===== src/rtl/tbc_pkg.sv =====
// Package for the converter base configuration block: map, layouts, timing
package tbc_pkg;
    // Register byte offsets on the bus
    localparam logic [3:0]  ADR_CFG         = 4'h0;
    localparam logic [3:0]  ADR_EXT         = 4'h4;
    localparam logic [3:0]  ADR_STAT        = 4'h8;
    localparam logic [31:0] CFG_RESET       = 32'h0000_0000;
    localparam logic        EXT_RESET       = 1'b0;
    localparam int          EXT_OSC_MSB_BIT = 20;
    localparam int          BYTE_W          = 8;
    localparam int          NUM_LANES       = 4;
    localparam int          NUM_EDGES       = 3;

    // Oscillator start codes
    localparam logic [2:0]  OSC_CODE_OFF    = 3'h0;
    localparam logic [2:0]  OSC_CODE_ON     = 3'h1;
    localparam logic [2:0]  OSC_CODE_S480   = 3'h2;
    localparam logic [2:0]  OSC_CODE_S1460  = 3'h3;
    localparam logic [2:0]  OSC_CODE_S2440  = 3'h4;

    // Clock and settling times
    localparam int          CLK_PERIOD_NS   = 4;
    localparam int          SETTLE_A_NS     = 480000;
    localparam int          SETTLE_B_NS     = 1460000;
    localparam int          SETTLE_C_NS     = 2440000;
    localparam int          SETTLE_D_NS     = 5140000;
    localparam int          SETTLE_A_CYC    = (SETTLE_A_NS + CLK_PERIOD_NS - 1) / CLK_PERIOD_NS;
    localparam int          SETTLE_B_CYC    = (SETTLE_B_NS + CLK_PERIOD_NS - 1) / CLK_PERIOD_NS;
    localparam int          SETTLE_C_CYC    = (SETTLE_C_NS + CLK_PERIOD_NS - 1) / CLK_PERIOD_NS;
    localparam int          SETTLE_D_CYC    = (SETTLE_D_NS + CLK_PERIOD_NS - 1) / CLK_PERIOD_NS;
    localparam int          TMR_W           = 21;

    // Temperature times in ticks of the fast reference clock; dummy, port and calibration counts, the last in slow clock periods
    localparam int          FAST_CLK_MHZ    = 4;
    localparam int          TEMP_SHORT_US   = 128;
    localparam int          TEMP_LONG_US    = 512;
    localparam logic [TMR_W-1:0] TEMP_SHORT_TICKS = TMR_W'(TEMP_SHORT_US * FAST_CLK_MHZ);
    localparam logic [TMR_W-1:0] TEMP_LONG_TICKS  = TMR_W'(TEMP_LONG_US * FAST_CLK_MHZ);
    localparam logic [6:0]  CYCLE_DIV_LAST  = 7'h7f;
    localparam logic [3:0]  DUMMY_FEW       = 4'h2;
    localparam logic [3:0]  DUMMY_MANY      = 4'h7;
    localparam logic [3:0]  PORTS_FEW       = 4'h2;
    localparam logic [3:0]  PORTS_MANY      = 4'h4;
    localparam logic [TMR_W-1:0] CAL_BASE_PERIODS = 21'h000002;

    // Configuration word layout, most significant field first
    typedef struct packed {
        logic [7:0] fire_bits;
        logic [1:0] resonator_cal_periods;
        logic [1:0] fast_clock_predivider;
        logic [1:0] oscillator_start_code;
        logic       temp_port_count;
        logic       temp_cycle_time;
        logic       temp_dummy_cycles;
        logic       temp_cycle_clock_source;
        logic       alu_calibrate;
        logic       auto_cal_disable;
        logic       second_mode_select;
        logic       stop_b_polarity;
        logic       stop_a_polarity;
        logic       start_polarity;
        logic [7:0] user_tag_bits;
    } tbc_cfg_t;

    // Status word layout
    typedef struct packed {
        logic [23:0] rsvd;
        logic        alu_cal_en;
        logic [1:0]  temp_port;
        logic        temp_dummy;
        logic        temp_active;
        logic        cal_busy;
        logic        osc_ready;
        logic        osc_en;
    } tbc_stat_t;

    // Wishbone request and answer
    typedef struct packed {
        logic        cyc;
        logic        stb;
        logic        we;
        logic [3:0]  adr;
        logic [3:0]  sel;
        logic [31:0] dat;
    } tbc_wb_req_t;

    typedef struct packed {
        logic        ack;
        logic [31:0] dat;
    } tbc_wb_rsp_t;
endpackage : tbc_pkg


===== src/rtl/tbc_tick_timer.sv =====
// Loadable down counter that advances on a tick and pulses when it runs out
module tbc_tick_timer
(
    input  wire logic                    clk_i,
    input  wire logic                    rst_i,
    input  wire logic                    load_i,
    input  wire logic [tbc_pkg::TMR_W-1:0] load_val_i,
    input  wire logic                    tick_i,
    output logic                         done_o
);
    import tbc_pkg::*;

    logic [TMR_W-1:0] cnt_r;
    logic             run_r;
    logic             last_w;

    assign last_w = run_r && tick_i && (cnt_r == TMR_W'(1));

    // Count down while running, a new load restarts
    always_ff @(posedge clk_i)
    begin
        if (rst_i)
        begin
            cnt_r <= '0;
            run_r <= 1'b0;
        end
        else if (load_i)
        begin
            cnt_r <= load_val_i;
            run_r <= 1'b1;
        end
        else if (run_r && tick_i)
        begin
            cnt_r <= cnt_r - TMR_W'(1);
            run_r <= !last_w;
        end
    end

    // Expiry pulse, one cycle after the last tick
    always_ff @(posedge clk_i)
    begin
        if (rst_i)
            done_o <= 1'b0;
        else
            done_o <= last_w && !load_i;
    end
endmodule : tbc_tick_timer


===== src/rtl/tbc_base_config.sv =====
// Base configuration register and the measurement engine controls it steers
module tbc_base_config
#(
    parameter int unsigned SETTLE_A_CYC = tbc_pkg::SETTLE_A_CYC,
    parameter int unsigned SETTLE_B_CYC = tbc_pkg::SETTLE_B_CYC,
    parameter int unsigned SETTLE_C_CYC = tbc_pkg::SETTLE_C_CYC,
    parameter int unsigned SETTLE_D_CYC = tbc_pkg::SETTLE_D_CYC
)
(
    input  wire logic                 clk_i,
    input  wire logic                 rst_i,
    input  wire tbc_pkg::tbc_wb_req_t wb_req_i,
    output tbc_pkg::tbc_wb_rsp_t      wb_rsp_o,
    input  wire logic                 fast_tick_i,
    input  wire logic                 slow_tick_i,
    input  wire logic                 meas_req_i,
    input  wire logic                 meas_done_i,
    input  wire logic                 cal_req_i,
    input  wire logic                 temp_req_i,
    input  wire logic                 start_i,
    input  wire logic                 stop_a_i,
    input  wire logic                 stop_b_i,
    output logic                      fast_div_tick_o,
    output logic                      osc_en_o,
    output logic                      osc_ready_o,
    output logic                      cal_busy_o,
    output logic                      auto_cal_o,
    output logic                      alu_cal_en_o,
    output logic                      second_mode_o,
    output logic [2:0]                edge_o,
    output logic                      temp_active_o,
    output logic                      temp_dummy_o,
    output logic [1:0]                temp_port_o,
    output logic                      temp_sample_o,
    output logic                      temp_done_o
);
    import tbc_pkg::*;

    typedef enum logic [2:0] {
        OSC_OFF    = 3'b001,
        OSC_SETTLE = 3'b010,
        OSC_ON     = 3'b100
    } tbc_osc_st_t;

    typedef enum logic [2:0] {
        TMP_IDLE = 3'b001,
        TMP_WAIT = 3'b010,
        TMP_RUN  = 3'b100
    } tbc_tmp_st_t;

    logic [31:0]      cfg_word_r;
    tbc_cfg_t         cfg;
    logic             ext_msb_r;
    logic             bus_req;
    logic             bus_wr;
    logic [31:0]      rd_nxt;
    tbc_stat_t        stat;
    logic [2:0]       osc_code;
    tbc_osc_st_t      osc_st_r;
    tbc_osc_st_t      osc_nxt;
    logic             settle_load;
    logic [TMR_W-1:0] settle_val;
    logic             settle_done;
    logic             cal_load;
    logic             cal_done;
    logic [1:0]       div_cnt_r;
    logic [1:0]       div_mask;
    logic [6:0]       cyc_cnt_r;
    logic             cycle_tick;
    tbc_tmp_st_t      tmp_st_r;
    tbc_tmp_st_t      tmp_nxt;
    logic [3:0]       idx_r;
    logic [3:0]       idx_nxt;
    logic [3:0]       dummy_r;
    logic [3:0]       ports_r;
    logic [3:0]       dummy_nxt;
    logic [3:0]       ports_nxt;
    logic             tmp_load;
    logic [TMR_W-1:0] tmp_load_val;
    logic             tmp_tmr_done;
    logic             sample_nxt;
    logic             done_nxt;
    logic [3:0]       port_idx;
    logic [2:0]       edge_in;
    logic [2:0]       edge_pol;
    logic [2:0]       edge_prev_r;

    assign cfg      = tbc_cfg_t'(cfg_word_r);
    assign bus_req  = wb_req_i.cyc && wb_req_i.stb && !wb_rsp_o.ack;
    // Write lands at the edge where the master samples ack, request still standing
    assign bus_wr   = wb_req_i.cyc && wb_req_i.stb && wb_req_i.we && wb_rsp_o.ack;
    assign osc_code = {ext_msb_r, cfg.oscillator_start_code};

    // Configuration word, one flop group per byte lane; free bits just stored
    for (genvar b = 0; b < NUM_LANES; b++)
    begin : g_lane
        always_ff @(posedge clk_i)
        begin
            if (rst_i)
                cfg_word_r[b*BYTE_W +: BYTE_W] <= CFG_RESET[b*BYTE_W +: BYTE_W];
            else if (bus_wr && wb_req_i.adr == ADR_CFG && wb_req_i.sel[b])
                cfg_word_r[b*BYTE_W +: BYTE_W] <= wb_req_i.dat[b*BYTE_W +: BYTE_W];
        end
    end

    // Extended oscillator start bit, written by the host on its own lane
    always_ff @(posedge clk_i)
    begin
        if (rst_i)
            ext_msb_r <= EXT_RESET;
        else if (bus_wr && wb_req_i.adr == ADR_EXT && wb_req_i.sel[EXT_OSC_MSB_BIT / BYTE_W])
            ext_msb_r <= wb_req_i.dat[EXT_OSC_MSB_BIT];
    end

    // Status word from the engine's own flops
    always_comb
    begin
        stat             = '0;
        stat.alu_cal_en  = alu_cal_en_o;
        stat.temp_port   = temp_port_o;
        stat.temp_dummy  = temp_dummy_o;
        stat.temp_active = temp_active_o;
        stat.cal_busy    = cal_busy_o;
        stat.osc_ready   = osc_ready_o;
        stat.osc_en      = osc_en_o;
    end

    // Read mux, unmapped offsets read zero
    always_comb
    begin
        rd_nxt = '0;
        case (wb_req_i.adr)
            ADR_CFG:  rd_nxt = cfg_word_r;
            ADR_EXT:  rd_nxt = 32'(ext_msb_r) << EXT_OSC_MSB_BIT;
            ADR_STAT: rd_nxt = stat;
            default:  rd_nxt = '0;
        endcase
    end

    // Bus answer one cycle after the request, then dropped
    always_ff @(posedge clk_i)
    begin
        if (rst_i)
            wb_rsp_o <= '0;
        else
        begin
            wb_rsp_o.ack <= bus_req;
            wb_rsp_o.dat <= bus_req ? rd_nxt : '0;
        end
    end

    // Fast clock predivider: codes 2 and 3 both divide by four
    always_comb
    begin
        case (cfg.fast_clock_predivider)
            2'h0:    div_mask = 2'h0;
            2'h1:    div_mask = 2'h1;
            default: div_mask = 2'h3;
        endcase
    end

    always_ff @(posedge clk_i)
    begin
        if (rst_i)
        begin
            div_cnt_r       <= '0;
            fast_div_tick_o <= 1'b0;
        end
        else
        begin
            if (fast_tick_i)
                div_cnt_r <= div_cnt_r + 2'h1;
            fast_div_tick_o <= fast_tick_i && ((div_cnt_r & div_mask) == div_mask);
        end
    end

    // Settling time chosen by the full start code
    always_comb
    begin
        case (osc_code)
            OSC_CODE_S480:  settle_val = TMR_W'(SETTLE_A_CYC);
            OSC_CODE_S1460: settle_val = TMR_W'(SETTLE_B_CYC);
            OSC_CODE_S2440: settle_val = TMR_W'(SETTLE_C_CYC);
            default:        settle_val = TMR_W'(SETTLE_D_CYC);
        endcase
    end

    // Oscillator sequencing
    always_comb
    begin
        osc_nxt     = osc_st_r;
        settle_load = 1'b0;
        case (osc_st_r)
            OSC_OFF:
            begin
                if (osc_code == OSC_CODE_ON)
                    osc_nxt = OSC_ON;
                else if (osc_code != OSC_CODE_OFF && meas_req_i)
                begin
                    osc_nxt     = OSC_SETTLE;
                    settle_load = 1'b1;
                end
            end
            OSC_SETTLE:
            begin
                if (osc_code == OSC_CODE_OFF)
                    osc_nxt = OSC_OFF;
                else if (osc_code == OSC_CODE_ON || settle_done)
                    osc_nxt = OSC_ON;
            end
            OSC_ON:
            begin
                if (osc_code == OSC_CODE_OFF)
                    osc_nxt = OSC_OFF;
                else if (osc_code != OSC_CODE_ON && meas_done_i)
                    osc_nxt = OSC_OFF;
            end
            default: osc_nxt = OSC_OFF;
        endcase
    end

    always_ff @(posedge clk_i)
    begin
        if (rst_i)
        begin
            osc_st_r    <= OSC_OFF;
            osc_en_o    <= 1'b0;
            osc_ready_o <= 1'b0;
        end
        else
        begin
            osc_st_r    <= osc_nxt;
            osc_en_o    <= osc_nxt != OSC_OFF;
            osc_ready_o <= osc_nxt == OSC_ON;
        end
    end

    tbc_tick_timer u_settle_tmr (
        .clk_i      (clk_i),
        .rst_i      (rst_i),
        .load_i     (settle_load),
        .load_val_i (settle_val),
        .tick_i     (1'b1),
        .done_o     (settle_done)
    );

    // Resonator calibration window counted in slow clock periods
    assign cal_load = cal_req_i && !cal_busy_o;

    tbc_tick_timer u_cal_tmr (
        .clk_i      (clk_i),
        .rst_i      (rst_i),
        .load_i     (cal_load),
        .load_val_i (CAL_BASE_PERIODS << cfg.resonator_cal_periods),
        .tick_i     (slow_tick_i),
        .done_o     (cal_done)
    );

    always_ff @(posedge clk_i)
    begin
        if (rst_i)
            cal_busy_o <= 1'b0;
        else if (cal_load)
            cal_busy_o <= 1'b1;
        else if (cal_done)
            cal_busy_o <= 1'b0;
    end

    // ALU and mode controls, plus automatic calibration request
    always_ff @(posedge clk_i)
    begin
        if (rst_i)
        begin
            alu_cal_en_o  <= 1'b0;
            second_mode_o <= 1'b0;
            auto_cal_o    <= 1'b0;
        end
        else
        begin
            alu_cal_en_o  <= cfg.alu_calibrate;
            second_mode_o <= cfg.second_mode_select;
            auto_cal_o    <= meas_done_i && !cfg.auto_cal_disable;
        end
    end

    // Edge detect on start and stops, each with its own inversion
    assign edge_in  = {stop_b_i, stop_a_i, start_i};
    assign edge_pol = {cfg.stop_b_polarity, cfg.stop_a_polarity, cfg.start_polarity};

    for (genvar e = 0; e < NUM_EDGES; e++)
    begin : g_edge
        always_ff @(posedge clk_i)
        begin
            if (rst_i)
            begin
                edge_prev_r[e] <= 1'b1;
                edge_o[e]      <= 1'b0;
            end
            else
            begin
                edge_prev_r[e] <= edge_in[e] ^ edge_pol[e];
                edge_o[e]      <= (edge_in[e] ^ edge_pol[e]) && !edge_prev_r[e];
            end
        end
    end

    // Temperature cycle clock: slow clock or every 128 fast ticks
    always_ff @(posedge clk_i)
    begin
        if (rst_i)
            cyc_cnt_r <= '0;
        else if (fast_tick_i)
            cyc_cnt_r <= cyc_cnt_r + 7'h01;
    end

    assign cycle_tick = cfg.temp_cycle_clock_source ?
                        (fast_tick_i && cyc_cnt_r == CYCLE_DIV_LAST) : slow_tick_i;
    assign tmp_load_val = cfg.temp_cycle_time ? TEMP_LONG_TICKS : TEMP_SHORT_TICKS;
    assign port_idx     = idx_nxt - dummy_nxt;

    // Temperature sequence: dummy cycles first, then one cycle per port
    always_comb
    begin
        tmp_nxt    = tmp_st_r;
        idx_nxt    = idx_r;
        dummy_nxt  = dummy_r;
        ports_nxt  = ports_r;
        tmp_load   = 1'b0;
        sample_nxt = 1'b0;
        done_nxt   = 1'b0;
        case (tmp_st_r)
            TMP_IDLE:
            begin
                if (temp_req_i)
                begin
                    tmp_nxt   = TMP_WAIT;
                    idx_nxt   = '0;
                    dummy_nxt = cfg.temp_dummy_cycles ? DUMMY_MANY : DUMMY_FEW;
                    ports_nxt = cfg.temp_port_count ? PORTS_MANY : PORTS_FEW;
                end
            end
            TMP_WAIT:
            begin
                if (cycle_tick)
                begin
                    tmp_nxt  = TMP_RUN;
                    tmp_load = 1'b1;
                end
            end
            TMP_RUN:
            begin
                if (tmp_tmr_done)
                begin
                    sample_nxt = idx_r >= dummy_r;
                    if (idx_r == dummy_r + ports_r - 4'h1)
                    begin
                        tmp_nxt  = TMP_IDLE;
                        done_nxt = 1'b1;
                    end
                    else
                    begin
                        tmp_nxt = TMP_WAIT;
                        idx_nxt = idx_r + 4'h1;
                    end
                end
            end
            default: tmp_nxt = TMP_IDLE;
        endcase
    end

    always_ff @(posedge clk_i)
    begin
        if (rst_i)
        begin
            tmp_st_r      <= TMP_IDLE;
            idx_r         <= '0;
            dummy_r       <= '0;
            ports_r       <= '0;
            temp_active_o <= 1'b0;
            temp_dummy_o  <= 1'b0;
            temp_port_o   <= '0;
            temp_sample_o <= 1'b0;
            temp_done_o   <= 1'b0;
        end
        else
        begin
            tmp_st_r      <= tmp_nxt;
            idx_r         <= idx_nxt;
            dummy_r       <= dummy_nxt;
            ports_r       <= ports_nxt;
            temp_active_o <= tmp_nxt != TMP_IDLE;
            temp_dummy_o  <= tmp_nxt != TMP_IDLE && idx_nxt < dummy_nxt;
            temp_port_o   <= (tmp_nxt != TMP_IDLE && idx_nxt >= dummy_nxt) ? port_idx[1:0] : 2'h0;
            temp_sample_o <= sample_nxt;
            temp_done_o   <= done_nxt;
        end
    end

    tbc_tick_timer u_temp_tmr (
        .clk_i      (clk_i),
        .rst_i      (rst_i),
        .load_i     (tmp_load),
        .load_val_i (tmp_load_val),
        .tick_i     (fast_tick_i),
        .done_o     (tmp_tmr_done)
    );

    // Checks
    logic [3:0] run_cnt_r;

    always_ff @(posedge clk_i)
    begin
        if (rst_i || (tmp_st_r == TMP_IDLE))
            run_cnt_r <= '0;
        else if (tmp_tmr_done)
            run_cnt_r <= run_cnt_r + 4'h1;
    end
endmodule : tbc_base_config


===== config.mk =====
export PLATFORM = sky130hd
export DESIGN_NAME = tbc_base_config
export DESIGN_NICKNAME = d
export VERILOG_FILES = /design/src/rtl/tbc_pkg.sv /design/src/rtl/tbc_tick_timer.sv /design/src/rtl/tbc_base_config.sv
export SDC_FILE = /design/constraint.sdc
export NUM_CORES = 1
export LEC_CHECK = 0
export ABC_AREA = 1
export ABC_CLOCK_PERIOD_IN_PS = 4400
export BUFFER_PORTS_ARGS = -buffer_cell sky130_fd_sc_hd__buf_4
export CAP_MARGIN = 20
export CORE_UTILIZATION = 40
export DETAILED_ROUTE_END_ITERATION = 6
export GPL_ROUTABILITY_DRIVEN = 1
export PLACE_DENSITY = 0.67
export SYNTH_ARGS = -nofsm -noshare
export SYNTH_HDL_FRONTEND = slang
export SYNTH_SLANG_ARGS = --single-unit

===== constraint.sdc =====
create_clock -name clk_i -period 4.4 [get_ports clk_i]
set_input_delay 0.66 -clock clk_i [delete_from_list [all_inputs] [get_ports clk_i]]
set_output_delay 0.66 -clock clk_i [all_outputs]
set_load 0.1 [all_outputs]

Yosys cells after proc, flatten, opt, wreduce, memory -nomap -nowiden
Index checks and enable logic that the tools add are counted.
Widths: inputs -> output; s select.
{ "classes": {"reduce_logical": 55, "add_sub_neg": 9, "muxes": 45, "n_eq_ne": 23, "n_lt_le_gt_ge": 3, "n_bitwise": 8, "n_shift": 1} }
{ "op_table": {"columns": ["operator", "count"], "rows": [
  ["$mux 21", 6],
  ["$pmux 32 s3", 1],
  ["$eq 21x1->1 const B", 3],
  ["$pmux 21 s3", 1],
  ["$sub 21x1->21 const B", 3],
  ["$mux 3", 11],
  ["$logic_and 1x1->1", 30],
  ["$shl 2x2->21 const A", 1],
  ["$mux 4", 5],
  ["$pmux 3 s3", 2],
  ["$mux 1", 15],
  ["$eq 3x2->1 const B", 4],
  ["$eq 3x3->1 const B", 4],
  ["$logic_not 1->1", 12],
  ["$mux 12", 1],
  ["$eq 3x1->1 const B", 3],
  ["$ne 3x1->1 const B", 3],
  ["$ge 4x4->1", 2],
  ["$pmux 4 s2", 1],
  ["$reduce_bool 2->1", 4],
  ["$add 7x1->7 const B", 1],
  ["$eq 7x7->1 const B", 1],
  ["$add 4x1->4 const B", 1],
  ["$add 4x4->4", 1],
  ["22 further kinds", 28]
]} }
{ "totals": {"input_bits": 54, "wordCells": 185, "output_inout_bits": 49, "ff_bits": 181} }

Logic depth before layout (Yosys ltp)
Gate-level depths: netlist of the first run.
{ "logic_depth": {"depth_word": 10, "ltp_mapped": 24, "ltp_nobuf": 24} }

Hierarchy
From an unflattened synthesis of the first run, not the netlist that was laid out.
{ "hier_totals": {"cells_unflattened": 1307, "area_unflattened_um2": 9111.2} }
{ "by_module_without_submodules": {"columns": ["mod", "cells_each", "instances", "area_per_inst_um2", "seq_area_each_um2"], "rows": [
  ["tbc_tick_timer", 256, 3, 1587.8, 460.4],
  ["tbc_base_config", 539, 1, 4347.9, 2202.1]
]} }

Worst setup path before layout of the first run
No wires, ideal clock.
{ "synth_path": {"path_type": "register to register", "from": "register dummy_r[1]", "to": "register temp_port_o[0]", "setup_time_ps": 120, "stages_incl_launch_ff": 22, "t_arrival_ps": 2866, "synth_period_minus_slack_ps": 2986, "n_path_buf": 0, "required_ps": 4280, "setup_slack_ps": 1414, "path_cell_list": "dfxtp_1 -> inv_1 -> ha_1 -> inv_1 -> ha_1 -> inv_1 -> fa_1 -> o21ai_0 -> nor2_1 -> nand2_1 -> nand2_1 -> inv_1 -> nand2_1 -> o21ai_0 -> inv_1 -> ha_1 -> inv_1 -> fa_1 -> nand3_1 -> nand2_1 -> o21ai_0 -> nor2_1"} }
{ "synth_via": {"elab_chain_len": 10, "elab_cells_between_ends": 17, "cone_classes": "3 x add/sub; 1 x order compare; 2 x eq/ne; 8 x mux; 1 x bitwise; 2 x reduce/logical"} }
{ "synth_lines": {"columns": ["element", "line_no", "text"], "rows": [
  ["start, declared", "tbc_base_config.sv:74", "logic [3:0] dummy_r;"],
  ["start signal, assigned", "tbc_base_config.sv:389", "dummy_r <= dummy_nxt;"],
  ["$add 4x4->4", "tbc_base_config.sv:355", "if (idx_r == dummy_r + ports_r - 4'h1)"],
  ["$sub 4x1->4", "tbc_base_config.sv:355", null],
  ["$eq 4x4->1", "tbc_base_config.sv:355", null],
  ["$mux 4 / $mux 2 (equally long branches)", "tbc_base_config.sv:355", null],
  ["$mux 4 / $mux 3 (equally long branches)", "tbc_base_config.sv:352", "if (tmp_tmr_done)"],
  ["$pmux 4 s2 / $pmux 3 s3 (equally long branches)", "tbc_base_config.sv:331", "case (tmp_st_r)"],
  ["$ge 4x4->1 / $ne 3x1->1 (equally long branches)", "tbc_base_config.sv:393", "temp_port_o <= (tmp_nxt != TMP_IDLE && idx_nxt >= dummy_nxt) ? port_idx[1:0] : 2'h0;"],
  ["$logic_and 1x1->1", "tbc_base_config.sv:393", null],
  ["$not 1->1 (no source line)", null, null],
  ["$reduce_or 2->1 (no source line)", null, null],
  ["end signal, assigned", "tbc_base_config.sv:393", null],
  ["end, declared", "tbc_base_config.sv:33", "output logic [1:0] temp_port_o,"]
]} }
Several ways; a longest one is shown, not always the timed one.
A chain may end at the register's enable or synchronous reset.

Worst setup path in the final report of the first run
Ends and elaborated chain as after synthesis.

==> impl_metrics.json, run 1 <==
{
  "max_cap_viol_count": 0,
  "worst_pin_slew_ns": 0.693,
  "fill_cells": 2005,
  "hold_viol": 0,
  "ys_seq_area_share_pct": 43.4,
  "routabilityCongestion": 0.844,
  "ys_ff_latch": 179,
  "syn_inst": 1106,
  "slew-limit-headroom_pct": 53.7,
  "required_ns": 4.72,
  "via_per_inst": 4.93,
  "min_path_type": "flop to flop",
  "crit_path_end_kind": "flop",
  "cts_tree": "built",
  "final_antenna_net_count": 0,
  "syn_avg_cell_area_sq_um": 7.46,
  "rows": 52,
  "p_leak_uw": 0.00429,
  "ys_types": 52,
  "path_clk_slew_ns": 0.07,
  "cp-start-kind": "flop",
  "peakVddDrop_uv": 236,
  "grt_antenna_before_repair": 2,
  "vias": 7312,
  "io_buffers": 102,
  "period_share_pct": 74.2,
  "fmax_ghz": 0.306,
  "synthesis.nets": 1181,
  "postCtsHoldBufs": 0,
  "drt_iter0_markers": 466,
  "die_w_um": 146,
  "grt_max_degree": 66,
  "final-setup-viol-count": 0,
  "cts-root-buf": "clkbuf_16",
  "yosysWarnings": 0,
  "status": "complete, no violations",
  "h-tree-depth": 4,
  "cts_setup_buffers": 0,
  "routed_wl_um": 19800,
  "io_pins": 103,
  "finalSetupTns_ns": 0,
  "placed_area_sq_um": 9180,
  "layout-drive-gt1-share_pct": 15.7,
  "area_growth_pct": 19.4,
  "gr-total-overflow": 0,
  "grt_pass1_wl_um": 32800,
  "drc": 0,
  "rsz0062_at_grt": "false",
  "report.final.slew_viol_count": 0,
  "async_reset_ff_share_pct": 0,
  "grt_usage_pct": 19.2,
  "nNetsFinal": 1274,
  "cp.arrival_ns": 3.58,
  "critPathMaxFanout": 6,
  "initial_utilization_pct": 40.8,
  "finalInstanceArea_sq_um": 9850,
  "die_y_um": 146,
  "multi_input_area_sq_um": 3920,
  "synthFlopType": "dfxtp_1",
  "wire_per_inst_um": 13.4,
  "clock_path_buffers": 2,
  "fp.dieArea_sq_um": 21200,
  "clock_skew_ns": 0.00856,
  "post_cts_resized": 0,
  "final_cell_mix": "nand2_1 (179), dfxtp_1 (179), inv_1 (144)",
  "drt-pass1-iter-count": 5,
  "synth_edf_count": 0,
  "numCtsBuffers": 17,
  "register_area_sq_um": 3580,
  "clk_latency_ns": 0.43,
  "core_area_sq_um": 20200,
  "power_density_nw_per_um2": 374,
  "critPathKind": "flop to flop",
  "setup_ws_ns": 1.13,
  "grt_pass1_vias": 6772,
  "dp_slack_ns": 1.13,
  "synthesis.area_sq_um": 8250,
  "period_minus_slack_ns": 3.27,
  "dp_hpwl_um": 14200,
  "clock_sinks": 179
}
[cell type report]
cell class                      count  share of cell area (%)
Inverter                          152                    5.79
Tap cell                          270                    3.43
Timing Repair Buffer              106                    8.45
Clock buffer                       19                    4.60
Sequential cell                   179                    36.4
Antenna cell                        1                  0.0254
Multi-Input combinational cell    743                    39.8
Clock inverter                     13                    1.55
[path summary, 6_finish.rpt]
check                           cells after the start        endpoint           start  slack (ns)
worst max-delay path                               22  temp_port_o[0]      dummy_r[1]        1.13
worst min-delay path                                1       edge_o[2]  edge_prev_r[2]        0.39
worst max register to register                     22  temp_port_o[0]      dummy_r[1]        1.13
worst min register to register                      1       edge_o[2]  edge_prev_r[2]        0.39
[layer usage]
| metal | global-route usage [%] | up-vias | routed length, um |
|---|---|---|---|
| li1 | - | 3803 | - |
| met1 | 24.7 | 3322 | 9350 |
| met2 | 31.6 | 158 | 9180 |
| met3 | 4.48 | 27 | 953 |
| met4 | 6.95 | 2 | 330 |
| met5 | 0 | - | 13 |
[power breakdown]
part           switching, uW  leakage, uW  internal, uW
Combinational            294      0.00256           158
Sequential              31.4      0.00145          1660
Clock                    663     0.000280           876
[cells by family (layout without fill, tap and decap cells)]
kind of cell	count (synthesis)	count (layout)	share of synthesized area [%]
AND/OR/NAND/NOR	494	494	28.2
AO/OA/AOI/OAI	207	207	13.6
buffers and inverters	184	290	9.10
flip-flops	179	179	43.4
adder cells (fa/ha/maj)	21	21	3.37
XOR/XNOR	21	21	2.23
other	0	1	0
[through the flow]
stage                     hold slack, ns  total power (uW)  utilization (%)  cells
after detailed placement           0.387              2170             45.4   1447
after global routing               0.401              3840             48.7   1482
after global placement             0.379              2170             45.4   1447
final                              0.393              3680             48.7   1483
after CTS                          0.397              3710             48.4   1479
after floorplan                    0.373              2050                -   1106
[Yosys cell counts, types with 2 or more instances]
master	n	area [sq um]
a211oi_1	2	15.0
a21oi_1	101	505
a21oi_2	2	17.5
a31oi_1	4	25.0
buf_1	2	7.51
buf_2	9	45.0
buf_4	2	15.0
buf_6	4	45.0
clkbuf_1	14	52.6
dfxtp_1	179	3580
fa_1	2	40.0
ha_1	19	238
inv_1	145	544
inv_2	7	26.3
nand2_1	179	672
nand2_2	4	25.0
nand2_4	3	33.8
nand3_1	61	305
nand3_2	5	50.1
nand3_4	3	52.6
nand4_1	26	163
nand4_2	2	25.0
nor2_1	139	522
nor2_2	4	25.0
nor2_4	6	67.6
nor3_1	44	220
nor3_2	3	30.0
nor3_4	3	48.8
nor4_1	4	25.0
o211ai_1	5	37.5
o21a_1	4	30.0
o21ai_0	68	340
o21ai_1	6	30.0
o21bai_1	3	22.5
o22ai_1	2	12.5
o31ai_1	3	22.5
or2_2	3	18.8
xnor2_1	12	105
xor2_1	9	78.8
[registers in the layout (all words and copies together) (netlist names), 3 cells and up]
register	count
u_temp_tmr.cnt_r	21
cfg	32
edge_o	3
idx_r	4
cyc_cnt_r	7
wb_rsp_o	33
edge_prev_r	3
u_cal_tmr.cnt_r	21
tmp_st_r	3
u_settle_tmr.cnt_r	21
osc_st_r	3
dummy_r	4
[critical path, stage by stage (launching register included)]
cell and delay [ns]:
dfxtp_1 0.33, inv_1 0.06, ha_1 0.28, inv_1 0.05
ha_1 0.13, inv_1 0.04, fa_1 0.46, nand2_1 0.08
nand3b_1 0.08, nor2_1 0.13, nand2_1 0.16, nand2_1 0.13
inv_1 0.06, nand2_1 0.05, o21ai_0 0.07, inv_1 0.08
ha_1 0.13, inv_1 0.05, fa_1 0.36, nand3_1 0.07
nand2_1 0.06, o21ai_0 0.23, nor2_1 0.06
No activity file was read; power rests on OpenSTA's default activity.
==> run 2: changes to the inputs <==
--- a/config.mk
+++ b/config.mk
@@ -6,7 +6,7 @@
 export NUM_CORES = 1
 export LEC_CHECK = 0
 export ABC_AREA = 1
-export ABC_CLOCK_PERIOD_IN_PS = 4400
+export ABC_CLOCK_PERIOD_IN_PS = 3200
 export BUFFER_PORTS_ARGS = -buffer_cell sky130_fd_sc_hd__buf_4
 export CAP_MARGIN = 20
 export CORE_UTILIZATION = 40
==> constraint.sdc (replaced) <==
create_clock -name clk_i -period 3.2 [get_ports clk_i]
set_input_delay 0.48 -clock clk_i [delete_from_list [all_inputs] [get_ports clk_i]]
set_output_delay 0.48 -clock clk_i [all_outputs]
set_load 0.1 [all_outputs]
==> impl_metrics.json, run 2 (synthesis results as in run 1) <==
{
  "power_density_nw_per_um2": 507,
  "cts_tree": "built",
  "peakVddDrop_uv": 325,
  "required_ns": 3.52,
  "crit_path_end_kind": "flop",
  "final_cell_mix": "dfxtp_1 (178), nand2_1 (176), inv_1 (138), nor2_1 (138), buf_4 (112)",
  "core_area_sq_um": 20200,
  "layout-drive-gt1-share_pct": 17.4,
  "largest_register": "wb_rsp_o",
  "switching_share_pct": 26.6,
  "dpl.cell_count": 1454,
  "slew-limit-headroom_pct": 54.0,
  "p_sw_uw": 1340,
  "vias": 7325,
  "p_leak_uw": 0.00431,
  "finalSetupTns_ns": 0,
  "critPathKind": "flop to flop",
  "placed_area_sq_um": 9230,
  "dp_hpwl_um": 14400,
  "critPathMaxFanout": 5,
  "gr-total-overflow": 0,
  "postCtsHoldBufs": 0,
  "cp-start-kind": "flop",
  "report.final.slew_viol_count": 0,
  "numCtsBuffers": 17,
  "routed_wl_um": 19800,
  "clock_power_share_pct": 41.0,
  "min_path_cells": 3,
  "io_buffers": 102,
  "power.internal_uw": 3680,
  "clock_path_buffers": 2,
  "grt_pass1_vias": 6794,
  "whs_ns": 0.283,
  "reg2reg_from": "dummy_r[1]",
  "seqPwrFrac_pct": 46.4,
  "grt_antenna_before_repair": 1,
  "initial_utilization_pct": 40.8,
  "path_clk_slew_ns": 0.07,
  "clock_sinks": 179,
  "hp-start": "stop_b_i",
  "r2r_cells": 20,
  "cts-root-buf": "clkbuf_16",
  "grt_max_degree": 32,
  "area_growth_pct": 20.0,
  "io_pins": 103,
  "fill_cells": 1959,
  "worst_pin_slew_ns": 0.688,
  "routabilityCongestion": 0.881,
  "h-tree-depth": 4,
  "fmax_ghz": 0.329,
  "period_minus_slack_ns": 3.04,
  "insertedDiodeCount": 0,
  "power_frac_comb_pct": 12.6,
  "min_path_type": "input pin to flop",
  "status": "complete, no violations",
  "finalInstanceArea_sq_um": 9900,
  "fin_cells": 1489,
  "clock_skew_ns": 0.00825,
  "final-setup-viol-count": 0,
  "die_w_um": 146,
  "max_cap_viol_count": 0,
  "drt-pass1-iter-count": 5,
  "die_y_um": 146,
  "cp.arrival_ns": 3.35,
  "drc": 0,
  "final_antenna_net_count": 0,
  "final_common_cell": "dfxtp_1",
  "wire_per_inst_um": 13.3,
  "period_share_pct": 95.0,
  "largest_reg_flops": 33,
  "crit_path_start": "dummy_r[1]",
  "hold_viol": 0,
  "drt_iter0_markers": 543,
  "grt_usage_pct": 19.2,
  "nNetsFinal": 1281,
  "fp.dieArea_sq_um": 21200,
  "clk_latency_ns": 0.42,
  "grt_pass1_wl_um": 33100,
  "rows": 52,
  "total_power_uw": 5020,
  "via_per_inst": 4.92
}
[run 2: repair_timing]
item | in CTS | in global routing
gates resized for setup | 0 | 21
buffers inserted | 0 | 2
setup endpoints to repair | 0 | 3
[run 2: worst paths after layout]
path | endpoint | slack, ns
setup / recovery | temp_port_o[0] | 0.16
hold / removal | edge_prev_r[2] | 0.28
setup reg to reg | temp_port_o[0] | 0.16
hold reg to reg | edge_o[2] | 0.39
[run 2: routing by layer]
layer / vias up / global-route usage (%) / share of wire [%]
li1: 3816 / - / -
met1: 3286 / 25.5 / 47
met2: 192 / 30.9 / 46
met3: 29 / 3.86 / 5.2
met4: 2 / 7.00 / 2.0
met5: - / 0 / 0.066
[run 2: worst max-delay path, cell delays in order, from the launching register on]
cell and delay, ns:
dfxtp_2 0.34, inv_2 0.05, ha_4 0.23, inv_2 0.04, ha_2 0.15, inv_2 0.04, fa_1 0.50, nand2_1 0.08
nand3b_1 0.08, nor2_2 0.15, nand2_2 0.07, buf_4 0.15, nand3_1 0.06, nand2_1 0.05, nand3_1 0.09, nand2_1 0.07
ha_1 0.35, a21oi_2 0.16, nand2_2 0.07, o21ai_2 0.12, nor2_1 0.07
[run 2: area by class of cell]
type | count | area (sq um) | area share (%)
clock buffer | 21 | 450 | 4.55
clock inverter | 11 | 128 | 1.29
inverter | 152 | 571 | 5.76
multi-input combinational | 743 | 3960 | 40.0
sequential | 179 | 3580 | 36.2
tap | 270 | 338 | 3.41
timing repair buffer | 113 | 868 | 8.77
[run 2: per-stage QoR]
step	setup WS [ns]	util (%)
after global routing	-0.0266	48.9
final	0.161	48.9
after CTS	0.00393	48.5
after detailed placement	0.0246	45.6
after global placement	0.115	45.6
after floorplan	0.214	-
[run 2: power by group through the flow]
stage	Sequential [uW]	Clock, uW	Combinational [uW]
2_1_floorplan	2420	0	399
3_3_place_gp	2380	0	610
3_5_place_dp	2380	0	617
4_1_cts	2330	2090	622
5_1_grt	2330	2190	716
6_report	2330	2060	635
